`src/include/pod_seq_regs.svh`:
```
// Constants for the target access sequencer.
// How it works
// - Only master or slave owns shared RAM.
// - Slave held single-step, advanced by master.
// - Master-loaded sequences stay until slave runs.
// - Slave read value deposited into shared RAM.
// - Test clock runs always; forwarded when enabled.
// - Target buffers enabled only by timing logic.
// - Latch target levels when access concludes.
// - Master reads latches; mismatches flag faults.
// - Timing drives enables, steps, latch triggers.
// - Report power fail outside supply limits.
// - Each step gives RAM to the slave.
// - Only second cycle of access reaches target.
// - Free-run: target buffers on, slave runs.
`ifndef POD_SEQ_REGS_SVH
`define POD_SEQ_REGS_SVH
`define CLK_CFG_ADDR 16'h4000
`define TCLK_DIV 4'h4
`define GAP_CYCLES 2'h1
`define STEP_CYCLES 3'h3
`define LINE_COUNT 8
`define SEL_W 3
`define ZERO8 8'h00
`endif

```
`src/include/pod_seq_pkg.sv`:
```
// Types for the target access sequencer.
package pod_seq_pkg;
  typedef enum {ST_MASTER, ST_GAP_S, ST_SLAVE, ST_CYC2, ST_GAP_M, ST_FREE} seq_state_e;
endpackage

```
`src/design/pod_seq.sv`:
```
// Target access sequencer: shared RAM ownership, slave stepping, target buffers, sense latches.
`timescale 1ns/100ps
`default_nettype none
`include "pod_seq_regs.svh"
module pod_slave_access_sequencer
  import pod_seq_pkg::*;
(
  input wire logic ref_clk,
  input wire logic resetn,
  input wire logic step_req,
  input wire logic access_arm,
  input wire logic target_free_run_mode,
  input wire logic cfg_wr,
  input wire logic [15:0] cfg_addr,
  input wire logic cfg_data,
  input wire logic [7:0] target_level,
  input wire logic [2:0] latch_sel,
  input wire logic [7:0] expect_level,
  input wire logic supply_low,
  input wire logic supply_high,
  output logic master_ram_en,
  output logic slave_ram_en,
  output logic slave_step,
  output logic target_buf_en,
  output logic sense_trigger,
  output logic slave_test_clock,
  output logic slave_test_clock_pin,
  output logic sel_level,
  output logic bus_fault,
  output logic power_fail,
  output logic busy
);
  // ------------------------------------------------------------
  // Sequencer state
  // ------------------------------------------------------------
  seq_state_e state_reg;
  logic [2:0] cnt_reg;
  logic armed_reg;
  logic [3:0] div_reg;
  logic clk_en_reg;
  logic [7:0] sense_reg;
  logic access_done;

  // Steps pass through a gap state and free-run entry drops the master enable first, so both RAM enables are never high together.
  // A stepped access runs master, gap, slave fetch, then either the target cycle or
  // a fixed number of slave cycles, then a second gap before the master owns RAM again.
  // The outputs below are registered from this state, so each of them shows the state
  // one edge late. That costs a cycle per step, but the buffer enables never glitch.
  // Free run leaves through the master-side gap as well, so the slave enable has
  // dropped before the master enable comes back.
  // A step request is looked at only in the master state. Anything else is refused,
  // which keeps the host from stacking a step on top of a running one.
  // The unarmed step holds the slave for a fixed count, long enough for the
  // slave to fetch and run one instruction from the shared RAM.
  always_ff @(posedge ref_clk or negedge resetn) begin
    if (!resetn) begin
      state_reg <= ST_MASTER;
      cnt_reg <= 3'h0;
    end else begin
      case (state_reg)
        ST_MASTER: begin
          if (target_free_run_mode) begin
            state_reg <= ST_FREE;
          end else if (step_req) begin
            state_reg <= ST_GAP_S;
            cnt_reg <= 3'h0;
          end
        end
        ST_GAP_S: begin
          state_reg <= ST_SLAVE;
          cnt_reg <= 3'h0;
        end
        ST_SLAVE: begin
          // First cycle of the step is the fetch from shared RAM.
          if (armed_reg) begin
            state_reg <= ST_CYC2;
          end else if (cnt_reg == `STEP_CYCLES) begin
            state_reg <= ST_GAP_M;
          end else begin
            cnt_reg <= cnt_reg + 3'h1;
          end
        end
        ST_CYC2: begin
          state_reg <= ST_GAP_M;
        end
        ST_GAP_M: begin
          state_reg <= ST_MASTER;
        end
        ST_FREE: begin
          if (!target_free_run_mode) begin
            state_reg <= ST_GAP_M;
          end
        end
        default: begin
          state_reg <= ST_MASTER;
        end
      endcase
    end
  end

  assign access_done = (state_reg == ST_CYC2);

  // Arming lasts one step only, then reverts to standby.
  always_ff @(posedge ref_clk or negedge resetn) begin
    if (!resetn) begin
      armed_reg <= 1'b0;
    end else if (access_done) begin
      armed_reg <= 1'b0;
    end else if (access_arm && state_reg == ST_MASTER) begin
      armed_reg <= 1'b1;
    end
  end

  // ------------------------------------------------------------
  // Buffer enables and stepping
  // ------------------------------------------------------------
  // Registered decode keeps every output glitch free.
  always_ff @(posedge ref_clk or negedge resetn) begin
    if (!resetn) begin
      master_ram_en <= 1'b1;
      slave_ram_en <= 1'b0;
      slave_step <= 1'b0;
      target_buf_en <= 1'b0;
      sense_trigger <= 1'b0;
      busy <= 1'b0;
    end else begin
      // Master writes sequences and reads results only while it owns RAM.
      master_ram_en <= (state_reg == ST_MASTER) && !target_free_run_mode;
      slave_ram_en <= (state_reg == ST_SLAVE) || (state_reg == ST_FREE);
      slave_step <= (state_reg == ST_GAP_S);
      target_buf_en <= (state_reg == ST_CYC2) || (state_reg == ST_FREE);
      sense_trigger <= access_done;
      busy <= (state_reg != ST_MASTER);
    end
  end

  // ------------------------------------------------------------
  // Test clock
  // ------------------------------------------------------------
  // The divider never stops; only the pin copy is gated.
  always_ff @(posedge ref_clk or negedge resetn) begin
    if (!resetn) begin
      div_reg <= 4'h0;
      slave_test_clock <= 1'b0;
    end else if (div_reg == `TCLK_DIV) begin
      div_reg <= 4'h0;
      slave_test_clock <= ~slave_test_clock;
    end else begin
      div_reg <= div_reg + 4'h1;
    end
  end

  always_ff @(posedge ref_clk or negedge resetn) begin
    if (!resetn) begin
      clk_en_reg <= 1'b0;
    end else if (cfg_wr && cfg_addr == `CLK_CFG_ADDR) begin
      clk_en_reg <= cfg_data;
    end
  end

  // The pin is a registered copy of the running clock, held low until enabled.
  // It lags the internal clock by one cycle; the target only sees the same shape.
  always_ff @(posedge ref_clk or negedge resetn) begin
    if (!resetn) begin
      slave_test_clock_pin <= 1'b0;
    end else begin
      slave_test_clock_pin <= clk_en_reg & slave_test_clock;
    end
  end

  // ------------------------------------------------------------
  // Sense latches and fault compare
  // ------------------------------------------------------------
  genvar gi;
  generate
    for (gi = 0; gi < `LINE_COUNT; gi++) begin : g_sense
      always_ff @(posedge ref_clk or negedge resetn) begin
        if (!resetn) begin
          sense_reg[gi] <= 1'b0;
        end else if (sense_trigger) begin
          // Capture at the end of the target window, when the access concludes.
          // Capturing as the buffers open would store a level still settling.
          sense_reg[gi] <= target_level[gi];
        end
      end
    end
  endgenerate

  // Addressed read of one latch; fault when any line differs from expectation.
  always_ff @(posedge ref_clk or negedge resetn) begin
    if (!resetn) begin
      sel_level <= 1'b0;
      bus_fault <= 1'b0;
      power_fail <= 1'b0;
    end else begin
      sel_level <= sense_reg[latch_sel];
      bus_fault <= (sense_reg != expect_level);
      power_fail <= supply_low || supply_high;
    end
  end

  // Counts stepped cycles of slave ownership; a stuck step would starve the master.
  logic [2:0] own_cnt_reg;
  always_ff @(posedge ref_clk or negedge resetn) begin
    if (!resetn) begin
      own_cnt_reg <= 3'h0;
    end else if (slave_ram_en && state_reg != ST_FREE) begin
      own_cnt_reg <= own_cnt_reg + 3'h1;
    end else begin
      own_cnt_reg <= 3'h0;
    end
  end
endmodule
`default_nettype wire

```
`config.mk`:
```
export PLATFORM = sky130hd
export DESIGN_NAME = pod_slave_access_sequencer
export DESIGN_NICKNAME = d
export VERILOG_FILES = /design/src/include/pod_seq_pkg.sv /design/src/design/pod_seq.sv
export VERILOG_INCLUDE_DIRS = /design/src /design/src/include
export SDC_FILE = /design/constraint.sdc
export NUM_CORES = 1
export LEC_CHECK = 0
export ABC_AREA = 1
export CORE_ASPECT_RATIO = 1.4
export CORE_MARGIN = 2
export CORE_UTILIZATION = 33
export CTS_CLUSTER_SIZE = 10
export DETAILED_ROUTE_END_ITERATION = 7
export DONT_BUFFER_PORTS = 1
export PLACE_DENSITY = 0.51
export SLEW_MARGIN = 20
export SYNTH_ARGS = -nofsm -noshare
export SYNTH_HDL_FRONTEND = slang
export SYNTH_SLANG_ARGS = --single-unit
```
`constraint.sdc`:
```
create_clock -name ref_clk -period 2.2 [get_ports ref_clk]
set_input_delay 0.44 -clock ref_clk [delete_from_list [all_inputs] [get_ports ref_clk]]
set_output_delay 0.44 -clock ref_clk [all_outputs]
set_load 0.01 [all_outputs]
```
==> impl_metrics.toml <==
[synth]
synth_area_leaders = "dfrtp_1 (49%), nand2_1 (6.8%), nor2_1 (6.1%)"
synth_commonest_cells = "dfrtp_1 (30), nand2_1 (28), nor2_1 (25)"
synthArstFlopShare = 1.00
yosys_warnings = 0
synthCells = 175
synth_edf_count = 0
synth_top_area_frac = 0.485
yosysMostFrequentCell = "dfrtp_1"
synth.distinct_cells = 25
syn_area_sq_um = 1550
avgSynthCellArea_sq_um = 8.84
synth-seq-area-share = 0.502
ys.flop_type = "dfrtp_1"
yosys.area.top_type = "dfrtp_1"
ys_ff_latch = 31
syn_nets = 223

[global_route]
antenna_found_initial = 0
track_usage = 0.123
first_global_vias = 1190
grt_max_degree = 32
grt_pass1_wl_microns = 4770
overflow = 0

[worst_setup_path]
path_cells = "ha_1 -> ha_1 -> o21ai_0 -> nand3_2 -> o21ai_1 -> nand2_1"
slowest_delay_ns = 0.40
crit_family = "flip-flops"
cp-endpoint = "cnt_reg[1]"
setup.worst_path.start = "cnt_reg[0]"
crit_top_cell = "ha_1"
worstReg2RegStart = "cnt_reg[0]"
critical_path_class = "register to register"
worstPathArrival_ns = 1.62
start_kind = "register"
worst-path-stages = 6
critical_path_buf_inv_count = 0
slowest_stage = "dfrtp_1"
cp-end-kind = "register"
path_max_fanout = 4
r2r_setup_slack_ns = 0.75
r2r_cells = 6
crit_required_ns = 2.36
r2r_end = "cnt_reg[1]"

[final_layout]
nFillCells = 487
largest_register_ffs = 8
area_delta_synth_final_pct = 11.2
n_antenna_cell = 0
layout-drive-gt1-share = 0.148
fin_nets = 230

[floorplan]
dieArea_sq_um = 5260
ios = 55
rows = 29
start_util = 0.341
die_y_microns = 85
core_sq_um = 4540
die_x_microns = 61.9

[clock_network]
clock-sinks = 31
cts_max_path_buffers = 2
cts_hold_buf = 2
cts_tree = "done"
clk_latency_ns = 0.28
numCtsBuffers = 5
clock-root-buffer = "clkbuf_8"
htreeDepth = 2
path_clk_slew_ns = 0.06
postCtsSetupRepairBufs = 0
cts_resized = 0

[sta]
worst_pin_slew_ns = 0.484
drv_slew = 0
finalSetupViolCount = 0
max_freq_ghz = 0.688
maxSlewHeadroom = 0.678
min_period_ns = 1.45
finalHoldViolCount = 0
setup_tns_ns = 0
hold_ws_ns = 0.183
skew_ns = 0.00498
grt_setup_unrepaired = "no"
finalCritPeriodShare = 0.661

[worst_hold_path]
hold_path_class = "input port to register"
hp-start = "target_free_run_mode"

[power_and_ir_drop]
ir_drop_mv = 0.307
p_leak_nw = 0.845
power.density_nw_per_um2 = 1110

[place]
gp_congestion = 0.748
port_buffers = 0
place_hpwl_microns = 2310

[detailed_routing]
vias_per_cell = 4.67
vias = 1144
drt_iter0_drc = 45
wirelength_microns = 2950
antenna_left = 0
drc = 0
wl_per_cell_microns = 12.0
first_pass_iters = 4

[run_status]
status = "complete, no violations"

[flow_run]
cap_violations = 0
-- how the worst min path moves through the flow --
stage,end,slack (ns),cells past startpoint
finish,master_ram_en,0.18,1
floorplan,armed_reg,0.14,0
CTS,master_ram_en,0.17,1
global route,master_ram_en,0.18,1
global placement,bus_fault,0.15,0
detailed placement,bus_fault,0.15,0
-- layout by cell type (no fill, tap or decap), drive strengths merged --
cell type / n
dfrtp: 30
nand2: 30
nor2: 27
inv: 26
nand3: 15
o21ai: 13
a21oi: 7
clkbuf: 7
xnor2: 6
mux2: 4
ha: 4
xor2: 3
nand4: 3
or2: 2
nor3: 1
a32o: 1
clkinv: 1
buf: 1
dlygate4sd3: 1
dfstp: 1
-- per-stage QoR --
stage                     worst slack [ns]  cells  power (mW)  area, sq um  utilization
after floorplan                      0.863    175        1.38         1550            -
after global placement               0.812    235        1.47         1610        0.354
after detailed placement             0.739    235        1.49         1610        0.354
after CTS                            0.733    245        1.94         1720        0.379
after global routing                 0.585    245        2.06         1720        0.379
final                                0.747    245        1.90         1720        0.379
-- routing by layer --
layer,part of all wire,up-vias,global-route usage
met5,0,-,0
met4,0.024,0,0.0638
met3,0.085,6,0.0473
met2,0.53,38,0.212
met1,0.36,531,0.120
li1,-,569,-
-- power breakdown --
group | total (mW) | switching (mW) | internal [mW] | leakage [nW]
clock network | 0.419 | 0.198 | 0.221 | 0.0422
logic | 0.556 | 0.322 | 0.234 | 0.423
registers | 0.926 | 0.182 | 0.743 | 0.381
-- area by class of cell --
cell class | count | area (sq um) | share of cell area
Multi-Input combinational cell | 116 | 656 | 0.381
Clock inverter | 1 | 5.00 | 0.00291
Sequential cell | 31 | 777 | 0.452
Clock buffer | 7 | 76.3 | 0.0444
Tap cell | 62 | 77.6 | 0.0451
Timing Repair Buffer | 2 | 30.0 | 0.0175
Inverter | 26 | 97.6 | 0.0568
-- cells by family (layout without fill, tap and decap cells) --
logic type | count (synthesis) | count (layout) | synth area share
compound gates | 21 | 21 | 0.0712
xor+xnor | 9 | 9 | 0.0510
fa+ha+maj | 4 | 4 | 0.0324
buf+inv | 28 | 36 | 0.0736
flops | 31 | 31 | 0.502
mux | 4 | 4 | 0.0291
simple gates | 78 | 78 | 0.240
No activity file was read; power rests on OpenSTA's default activity.
